**config.mk**
```make
export PLATFORM = sky130hd
export DESIGN_NAME = hciq_top
export DESIGN_NICKNAME = d
export VERILOG_FILES = /design/src/hciq_pkg.sv /design/src/hciq_reset_sync.sv /design/src/hciq_level_detect.sv /design/src/hciq_top.sv
export SDC_FILE = /design/constraint.sdc
export NUM_CORES = 1
export LEC_CHECK = 0
export ABC_AREA = 1
export BUFFER_PORTS_ARGS = -buffer_cell sky130_fd_sc_hd__buf_4
export CELL_PAD_IN_SITES_DETAIL_PLACEMENT = 1
export CELL_PAD_IN_SITES_GLOBAL_PLACEMENT = 2
export CORE_UTILIZATION = 35
export CTS_BUF_LIST = sky130_fd_sc_hd__clkbuf_8
export DETAILED_ROUTE_END_ITERATION = 7
export HOLD_SLACK_MARGIN = 0.03
export PLACE_DENSITY = 0.91
export SKIP_LAST_GASP = 1
export SLEW_MARGIN = 0
export SYNTH_ARGS = -nofsm -noshare
export SYNTH_HDL_FRONTEND = slang
export SYNTH_SLANG_ARGS = --single-unit
```
**constraint.sdc**
```tcl
create_clock -name clk_i -period 1.6 [get_ports clk_i]
set_input_delay 0.16 -clock clk_i [delete_from_list [all_inputs] [get_ports clk_i]]
set_output_delay 0.16 -clock clk_i [all_outputs]
set_load 0.05 [all_outputs]
```
**src/hciq_pkg.sv**
```systemverilog
// ****************************************************************
// Shared constants of the host control and request block.
// ****************************************************************
package hciq_pkg;

  // ****************************************************************
  // Register offsets on the plain register port.
  // ****************************************************************
  localparam logic [1:0] HCIQ_OFF_MODE = 2'h0;
  localparam logic [1:0] HCIQ_OFF_LEVELS = 2'h1;
  localparam logic [1:0] HCIQ_OFF_PENDING = 2'h2;
  localparam logic [1:0] HCIQ_OFF_TX_CTL = 2'h3;

  // ****************************************************************
  // Field positions.
  // ****************************************************************
  localparam int HCIQ_MODE_ACK_POL = 0;
  localparam int HCIQ_MODE_FE_POL = 1;
  localparam int HCIQ_MODE_REQ_POL = 2;
  localparam int HCIQ_MODE_DMA = 3;
  localparam int HCIQ_MODE_AUTO_CLR = 4;
  localparam int HCIQ_MODE_HANDSHAKE = 5;
  localparam int HCIQ_MODE_TX_EN = 6;
  localparam int HCIQ_MODE_RX_EN = 7;
  localparam int HCIQ_LVL_TX_LO = 0;
  localparam int HCIQ_LVL_RX_LO = 2;
  localparam int HCIQ_LVL_FE_EN = 4;
  localparam int HCIQ_LVL_TX_EN = 5;
  localparam int HCIQ_LVL_RX_EN = 6;
  localparam int HCIQ_LVL_MASTER = 7;
  localparam int HCIQ_PEND_FE = 5;
  localparam int HCIQ_PEND_TX = 6;
  localparam int HCIQ_PEND_RX = 7;
  localparam int HCIQ_TXC_RTS = 1;

  // ****************************************************************
  // Values after reset and threshold decoding.
  // ****************************************************************
  localparam logic [7:0] HCIQ_MODE_RST = 8'h00;
  localparam logic [7:0] HCIQ_LEVELS_RST = 8'h00;
  localparam logic [2:0] HCIQ_LEVEL_DEFAULT = 3'h4;
  localparam logic [1:0] HCIQ_CODE_DEFAULT = 2'h0;
  localparam int HCIQ_SYNC_STAGES = 2;

endpackage

```
**src/hciq_reset_sync.sv**
```systemverilog
`timescale 1ns/1ps
// ****************************************************************
// Reset release synchroniser.
// ****************************************************************
module hciq_reset_sync
  import hciq_pkg::*;
(
  input wire logic clk_i,
  input wire logic reset_n_i,
  output logic reset_n_o
);

  // Two stages; only the last stage leaves the module.
  typedef struct packed {
    logic [HCIQ_SYNC_STAGES-1:0] stage;
  } hciq_rsync_t;

  hciq_rsync_t st;
  hciq_rsync_t next_st;

  // Shift a one in; assertion stays asynchronous, release is clocked.
  always_comb begin
    next_st = st;
    next_st.stage = {st.stage[HCIQ_SYNC_STAGES-2:0], 1'b1};
  end

  // Register the state.
  always_ff @(posedge clk_i or negedge reset_n_i) begin
    if (!reset_n_i) begin
      st <= '0;
    end else begin
      st <= next_st;
    end
  end

  assign reset_n_o = st.stage[HCIQ_SYNC_STAGES-1];

endmodule // hciq_reset_sync

```
**src/hciq_level_detect.sv**
```systemverilog
`timescale 1ns/1ps
// ****************************************************************
// Queue level threshold detector, one per queue.
// ****************************************************************
module hciq_level_detect
  import hciq_pkg::*;
(
  input wire logic clk_i,
  input wire logic reset_n_i,
  input wire logic [1:0] code_i,
  input wire logic [2:0] count_i,
  output logic flag_o
);

  typedef struct packed {
    logic flag;
  } hciq_lvl_t;

  hciq_lvl_t st;
  hciq_lvl_t next_st;
  logic [2:0] level;

  // Code 00 means four bytes, the other codes are the count itself.
  always_comb begin
    level = (code_i == HCIQ_CODE_DEFAULT) ? HCIQ_LEVEL_DEFAULT : {1'b0, code_i};
    next_st = st;
    // The flag drops as soon as the level no longer holds.
    next_st.flag = (count_i >= level);
  end

  // Register the state.
  always_ff @(posedge clk_i or negedge reset_n_i) begin
    if (!reset_n_i) begin
      st <= '0;
    end else begin
      st <= next_st;
    end
  end

  assign flag_o = st.flag;

endmodule // hciq_level_detect

```
**src/hciq_top.sv**
```systemverilog
`timescale 1ns/1ps
// ****************************************************************
// Host control, interrupt and DMA request logic of the formatter.
// ****************************************************************
module hciq_top
  import hciq_pkg::*;
(
  // System clock and asynchronous active-low reset.
  input wire logic clk_i,
  input wire logic reset_n_i,
  // Register port.
  input wire logic [1:0] reg_addr_i,
  input wire logic [7:0] reg_wdata_i,
  input wire logic reg_wr_i,
  input wire logic reg_rd_i,
  output logic [7:0] reg_rdata_o,
  // Queue occupancy from the datapath.
  input wire logic [2:0] tx_empty_count_i,
  input wire logic [2:0] rx_fill_count_i,
  // Receive frame end event and receiver status read strobe.
  input wire logic frame_end_event_i,
  input wire logic receiver_status_read_i,
  // Transmit frame closed, and abort after underrun finished.
  input wire logic tx_frame_done_i,
  input wire logic tx_abort_done_i,
  // Raw acknowledge pin and its normalised copy.
  input wire logic dma_acknowledge_i,
  output logic dma_ack_active_o,
  // Request pins towards host and DMA controller.
  output logic frame_end_output_o,
  output logic rx_request_out_o,
  output logic tx_request_out_o,
  output logic request_is_dma_o,
  // Modem handshake pins, both active low.
  input wire logic clear_to_send_n_i,
  output logic request_to_send_n_o,
  // Serial transmit data from the formatter and to the pin.
  input wire logic serial_tx_data_i,
  output logic txd_o,
  output logic txd_oe_o,
  // Clock and sample enables for the serial datapath.
  output logic transmit_clock_enable_o,
  output logic receive_sample_enable_o,
  output logic tx_permitted_o
);

  // ****************************************************************
  // State.
  // ****************************************************************

  // Block state held in one record; queue flags and reset stages sit in submodules.
  typedef struct packed {
    logic [7:0] mode_control;          // Write-only mode register.
    logic [7:0] request_enable_levels; // Write-only enables and levels.
    logic rts_bit;                     // Request-to-send control bit.
    logic frame_end_irq;               // Sticky frame end flag.
    logic [7:0] rdata;                 // Read data, valid one cycle.
    logic ack_active;                  // Normalised acknowledge.
    logic fe_out;                      // Frame end pin level.
    logic rx_out;                      // Receive request pin level.
    logic tx_out;                      // Transmit request pin level.
    logic dma_mode;                    // Request role copy.
    logic rts_n;                       // Request-to-send pin level.
    logic txd;                         // Serial output level.
    logic txd_oe;                      // Serial output enable.
    logic txclk_en;                    // Transmit clock enable.
    logic rx_en;                       // Receive sample enable.
    logic tx_ok;                       // Transmission permitted.
  } hciq_state_t;

  hciq_state_t st;
  hciq_state_t next_st;
  logic rst_n;                 // Synchronised reset copy.
  logic [1:0] queue_flag;      // Index 0 transmit, 1 receive.
  logic [1:0] queue_code [2];  // Threshold codes per queue.
  logic [2:0] queue_count [2]; // Occupancy per queue.

  // ****************************************************************
  // Reset release.
  // ****************************************************************

  // Assertion acts at once; release is clocked through two stages.
  hciq_reset_sync u_reset_sync (
    .clk_i(clk_i),
    .reset_n_i(reset_n_i),
    .reset_n_o(rst_n)
  );

  // ****************************************************************
  // Queue threshold detectors.
  // ****************************************************************

  // Codes come from the enable and level register.
  assign queue_code[0] = st.request_enable_levels[HCIQ_LVL_TX_LO +: 2];
  assign queue_code[1] = st.request_enable_levels[HCIQ_LVL_RX_LO +: 2];
  assign queue_count[0] = tx_empty_count_i;
  assign queue_count[1] = rx_fill_count_i;

  // One detector per queue; flags carry one cycle of latency.
  for (genvar q = 0; q < 2; q++) begin : g_queue
    hciq_level_detect u_level (
      .clk_i(clk_i),
      .reset_n_i(rst_n),
      .code_i(queue_code[q]),
      .count_i(queue_count[q]),
      .flag_o(queue_flag[q])
    );
  end

  // ****************************************************************
  // Next-state logic.
  // ****************************************************************

  // All decisions of the block for the coming edge.
  always_comb begin
    logic handshake;
    logic auto_clr;
    logic master;
    logic fe_act;
    logic tx_act;
    logic rx_act;
    logic pend_read;
    logic [7:0] pend;
    // Locals start from a known value so no path leaves a latch.
    fe_act = 1'b0;
    tx_act = 1'b0;
    rx_act = 1'b0;
    pend = 8'h00;
    handshake = st.mode_control[HCIQ_MODE_HANDSHAKE];
    auto_clr = st.mode_control[HCIQ_MODE_AUTO_CLR];
    master = st.request_enable_levels[HCIQ_LVL_MASTER];
    pend_read = reg_rd_i && (reg_addr_i == HCIQ_OFF_PENDING);
    next_st = st;

    // Pending flags; reserved bits read as zero.
    pend = 8'h00;
    pend[HCIQ_PEND_FE] = st.frame_end_irq;
    pend[HCIQ_PEND_TX] = queue_flag[0];
    pend[HCIQ_PEND_RX] = queue_flag[1];

    // Register writes.
    if (reg_wr_i) begin
      unique case (reg_addr_i)
        HCIQ_OFF_MODE: begin
          next_st.mode_control = reg_wdata_i;
        end
        HCIQ_OFF_LEVELS: begin
          next_st.request_enable_levels = reg_wdata_i;
        end
        HCIQ_OFF_TX_CTL: begin
          next_st.rts_bit = reg_wdata_i[HCIQ_TXC_RTS];
        end
        HCIQ_OFF_PENDING: begin
          // The flag register is read-only; writes are dropped.
        end
      endcase
    end

    // With auto-clear and handshake both set, hardware clears the request-to-send
    // bit at frame end or after the abort that follows an underrun. A software
    // write in the same cycle is the newer intent, so it wins.
    if (auto_clr && handshake && (tx_frame_done_i || tx_abort_done_i) &&
        !(reg_wr_i && (reg_addr_i == HCIQ_OFF_TX_CTL))) begin
      next_st.rts_bit = 1'b0;
    end

    // Frame end flag: a read clears it, a new event in that same
    // cycle sets it again so nothing is lost.
    if (pend_read || receiver_status_read_i) begin
      next_st.frame_end_irq = 1'b0;
    end
    if (frame_end_event_i) begin
      next_st.frame_end_irq = 1'b1;
    end

    // Read data stands only in the cycle after the strobe.
    next_st.rdata = 8'h00;
    if (reg_rd_i) begin
      unique case (reg_addr_i)
        HCIQ_OFF_PENDING: begin
          next_st.rdata = pend;
        end
        HCIQ_OFF_MODE, HCIQ_OFF_LEVELS, HCIQ_OFF_TX_CTL: begin
          // Write-only registers read as zero.
          next_st.rdata = 8'h00;
        end
      endcase
    end

    // Each request is flag AND own enable AND master enable.
    // Disabling only masks the pin; the flags stay untouched.
    fe_act = st.frame_end_irq && master &&
             st.request_enable_levels[HCIQ_LVL_FE_EN];
    tx_act = queue_flag[0] && master &&
             st.request_enable_levels[HCIQ_LVL_TX_EN];
    rx_act = queue_flag[1] && master &&
             st.request_enable_levels[HCIQ_LVL_RX_EN];

    // Map through polarity: bit clear gives an active-low pin.
    next_st.fe_out = st.mode_control[HCIQ_MODE_FE_POL] ? fe_act : !fe_act;
    next_st.tx_out = st.mode_control[HCIQ_MODE_REQ_POL] ? tx_act : !tx_act;
    next_st.rx_out = st.mode_control[HCIQ_MODE_REQ_POL] ? rx_act : !rx_act;

    // Role of the two request pins for the host side.
    next_st.dma_mode = st.mode_control[HCIQ_MODE_DMA];

    // Acknowledge pin normalised to active high.
    next_st.ack_active = st.mode_control[HCIQ_MODE_ACK_POL] ?
                         dma_acknowledge_i : !dma_acknowledge_i;

    // Request-to-send pin follows the bit only under handshake;
    // otherwise the pin rests inactive and the clear input is ignored.
    next_st.rts_n = handshake ? !st.rts_bit : 1'b1;

    // Sending is allowed only with the transmitter enabled and, under
    // handshake, both modem lines active.
    next_st.tx_ok = st.mode_control[HCIQ_MODE_TX_EN] &&
                    (!handshake || (st.rts_bit && !clear_to_send_n_i));

    // Serial output: data while permitted, else mark level.
    next_st.txd = next_st.tx_ok ? serial_tx_data_i : 1'b1;

    // Transmitter disabled floats the pin and gates the clock.
    next_st.txd_oe = st.mode_control[HCIQ_MODE_TX_EN];
    next_st.txclk_en = st.mode_control[HCIQ_MODE_TX_EN];

    // Receiver disabled only stops sampling; its state is kept.
    next_st.rx_en = st.mode_control[HCIQ_MODE_RX_EN];
  end

  // ****************************************************************
  // State register.
  // ****************************************************************

  // Reset gives inactive (high) pins because polarity bits reset to
  // zero, which makes every request pin active low.
  always_ff @(posedge clk_i or negedge rst_n) begin
    if (!rst_n) begin
      st <= '0;
      st.mode_control <= HCIQ_MODE_RST;
      st.request_enable_levels <= HCIQ_LEVELS_RST;
      st.fe_out <= 1'b1;
      st.rx_out <= 1'b1;
      st.tx_out <= 1'b1;
      st.rts_n <= 1'b1;
      st.txd <= 1'b1;
    end else begin
      st <= next_st;
    end
  end

  // ****************************************************************
  // Outputs, each straight from the state register.
  // ****************************************************************

  assign reg_rdata_o = st.rdata;
  assign dma_ack_active_o = st.ack_active;
  assign frame_end_output_o = st.fe_out;
  assign rx_request_out_o = st.rx_out;
  assign tx_request_out_o = st.tx_out;
  assign request_is_dma_o = st.dma_mode;
  assign request_to_send_n_o = st.rts_n;
  assign txd_o = st.txd;
  assign txd_oe_o = st.txd_oe;
  assign transmit_clock_enable_o = st.txclk_en;
  assign receive_sample_enable_o = st.rx_en;
  assign tx_permitted_o = st.tx_ok;

endmodule // hciq_top

```
==> key figures <==
Global route
  – Met2 Usage GRT: 0.259
  – Largest net degree at the start of global routing: 34
  – Congestion Overflow GR: 0
  – Most Crowded Layer GR: met2
  – Met1 Usage GRT: 0.168
  – Number of antenna violations at the first check in global routing: 0
  – First-pass GRT wire length: 4.93 mm
  – Vias in the first global route: 1078
  – Total GRT Usage: 0.154
  – GR Layer Usage met3: 0.0576

Logic synthesis
  – Ys Warns: 0
  – Yosys top cell by area: dfrtp_1
  – Avg Inst Size Synth: 10.8 µm²
  – Gate Count Post-Synth: 144
  – Register area share after synthesis: 0.566
  – Distinct cells, synth: 25
  – Synthesized cell area: 1560 µm²
  – Yosys reg bits: 35
  – Post-synth top area share: 0.482
  – Largest cells by area after synthesis: dfrtp_1, o21ai_2, dfstp_2

Cells and area
  – Layout fillers: 466
  – Most frequent cells in the layout: buf_4, dfrtp_1, nand2_1
  – Layout cells sized above 1: 0.411
  – Most common cell after layout, fill and taps aside: buf_4
  – Area of the multi-input gates: 526 µm²
  – Nets: 217
  – Non-filler instance count after layout: 235
  – Ant diodes: 0
  – Post-route cell area: 1940 µm²
  – Storage cell area: 882 µm²
  – Syn-to-layout area delta: 24.6%

Critical path
  – Worst-path maximum fanout: 3
  – Register-to-register setup slack: 0.19 ns
  – Worst Path Required: 1.76 ns
  – Critical Path, Cell by Cell: or2_2, ha_1, a21oi_1, o211ai_1
  – Critical path capture point type: register
  – Crit path max-delay family: flip-flops
  – Crit start category: register
  – Crit path DAT: 1.57 ns
  – Bufs and invs on worst path: 0
  – Crit Path Category: register to register
  – CP max stage cell: dfrtp_1
  – Max incr delay on CP: 0.40 ns

Die
  – Core Rows: 23
  – Die W: 68.7 µm
  – DIE AREA: 4720 µm²
  – Initial Util: 0.376
  – Io pins: 46
  – Area of the core: 4140 µm²
  – Die Span Y: 68.7 µm

CTS
  – CTS sink count: 35
  – CTS tree: built
  – H-tree depth: 2
  – Clock-pin slew on the worst setup and hold paths: 0.07 ns
  – CTS Hold Buffers Added: 1
  – Later-pin clock latency in the skew report: 0.29 ns
  – CTS Root Cell: clkbuf_8
  – Post-CTS Resized: 0
  – CTS Buf Count: 5
  – Post-CTS Setup Repair Bufs: 0
  – Clock Tree Buf Depth: 2

Power and ir drop
  – Comb power frac: 0.270
  – Final Power: 2.39 mW
  – Sw frac: 0.343
  – Worst VDD drop: 0.477 mV
  – Clock power share: 0.259
  – P_sw: 821 µW
  – Internal power: 1.57 mW
  – Cell Pwr Density: 1230 nW/µm²
  – Lkg Pwr: 1.01 nW
  – Flop pwr share: 0.471

Placement
  – Placed cell count: 226
  – Setup WS pre-CTS: 0.214 ns
  – Gpl congestion: 0.702
  – IO Port Bufs: 40
  – HPWL reported at the end of detailed placement: 2.33 mm
  – Placed Instance Area: 1850 µm²

Min path
  – Worst Hold Class: primary input to register

STA
  – Worst Skew: 0.00915 ns
  – RSZ-0062 raised after global routing: false
  – Max Clk Rate: 710 MHz
  – Setup_tns: 0 ns
  – Crit share post-route: 0.880
  – Final hold vios: 0
  – Post-route minimum period: 1.41 ns
  – Final WS setup: 0.192 ns
  – Fin. max-slew vios: 0
  – Final Setup Violations: 0

Drt
  – Final ANT Viol Nets: 0
  – DR iter-0 viols: 51
  – Detailed Routing Iterations Pass 1: 4
  – Total number of vias: 1055
  – Detailed Route WL: 3.07 mm
  – Post-DR vias/cell: 4.49
  – Post-route DRC: 0
  – Drt wl/cell: 13.1 µm

Flow run
  – Max-cap violation count: 0

Status
  – Run status: complete, no violations
==> path summary, 6_finish.rpt <==
kind	start	end	cells after the start
max	queue_code[1]	g_queue[1].u_level.flag_o	4
min	dma_acknowledge_i	dma_ack_active_o	2
max reg2reg	queue_code[1]	g_queue[1].u_level.flag_o	4
min reg2reg	u_reset_sync.st[1]	st[34]	1
max in group asynchronous	u_reset_sync.st[1]	rx_request_out_o	1
min in group asynchronous	reset_n_i	u_reset_sync.st[1]	2
==> registers in the layout, summed over array words and instances (netlist names), 2 cells and up <==
name                    count
reg_rdata_o                 3
st                         11
queue_code                  4
u_reset_sync.st             2
next_st                     3
g_queue.u_level.flag_o      2
==> cell usage after synthesis, drive strengths merged <==
library cell	n
conb	2
nand3b	2
buf	11
nand3	6
ha	6
dfrtp	30
o21ai	17
a21boi	1
inv	18
nor2	7
nand4	1
nand2	26
dfstp	5
a21oi	2
xor2	3
xnor2	1
o211ai	2
clkbuf	2
or2	2
==> through the flow <==
step | util | hold slack, ns
after floorplan | - | -0.136
final | 0.468 | 0.0490
after detailed placement | 0.445 | -0.0560
after CTS | 0.468 | 0.0400
after global routing | 0.468 | 0.0500
after global placement | 0.445 | -0.0576
==> routing by layer <==
metal,share of wire,up-vias
met1,0.39,501
li1,-,520
met3,0.048,7
met5,0,-
met4,0.020,0
met2,0.54,27
==> power groups by stage <==
stage                     registers (mW)  logic [mW]  clock network, mW
final                               1.13       0.647              0.618
after global routing                1.15       0.701              0.675
after CTS                           1.13       0.659              0.647
after detailed placement            1.14       0.651                  0
after global placement              1.14       0.625                  0
after floorplan                     1.30       0.302                  0
==> final cells by class <==
cell class / instances / share of cell area
Clock inverter: 3 / 0.00838
Multi-Input combinational cell: 82 / 0.271
Inverter: 18 / 0.0348
Clock buffer: 5 / 0.0355
Tap cell: 50 / 0.0322
Timing Repair Buffer: 42 / 0.164
Sequential cell: 35 / 0.455
==> cells by family (layout without fill, tap and decap cells) <==
family          Yosys count  in the layout  synth area share
flops                    35             35             0.566
other cells               2              6           0.00482
simple gates             44             44             0.138
fa+ha+maj                 6              6            0.0482
xor+xnor                  4              4            0.0225
buf+inv                  31             68             0.106
compound gates           22             22             0.114
Power figures use the tool's default switching activity.
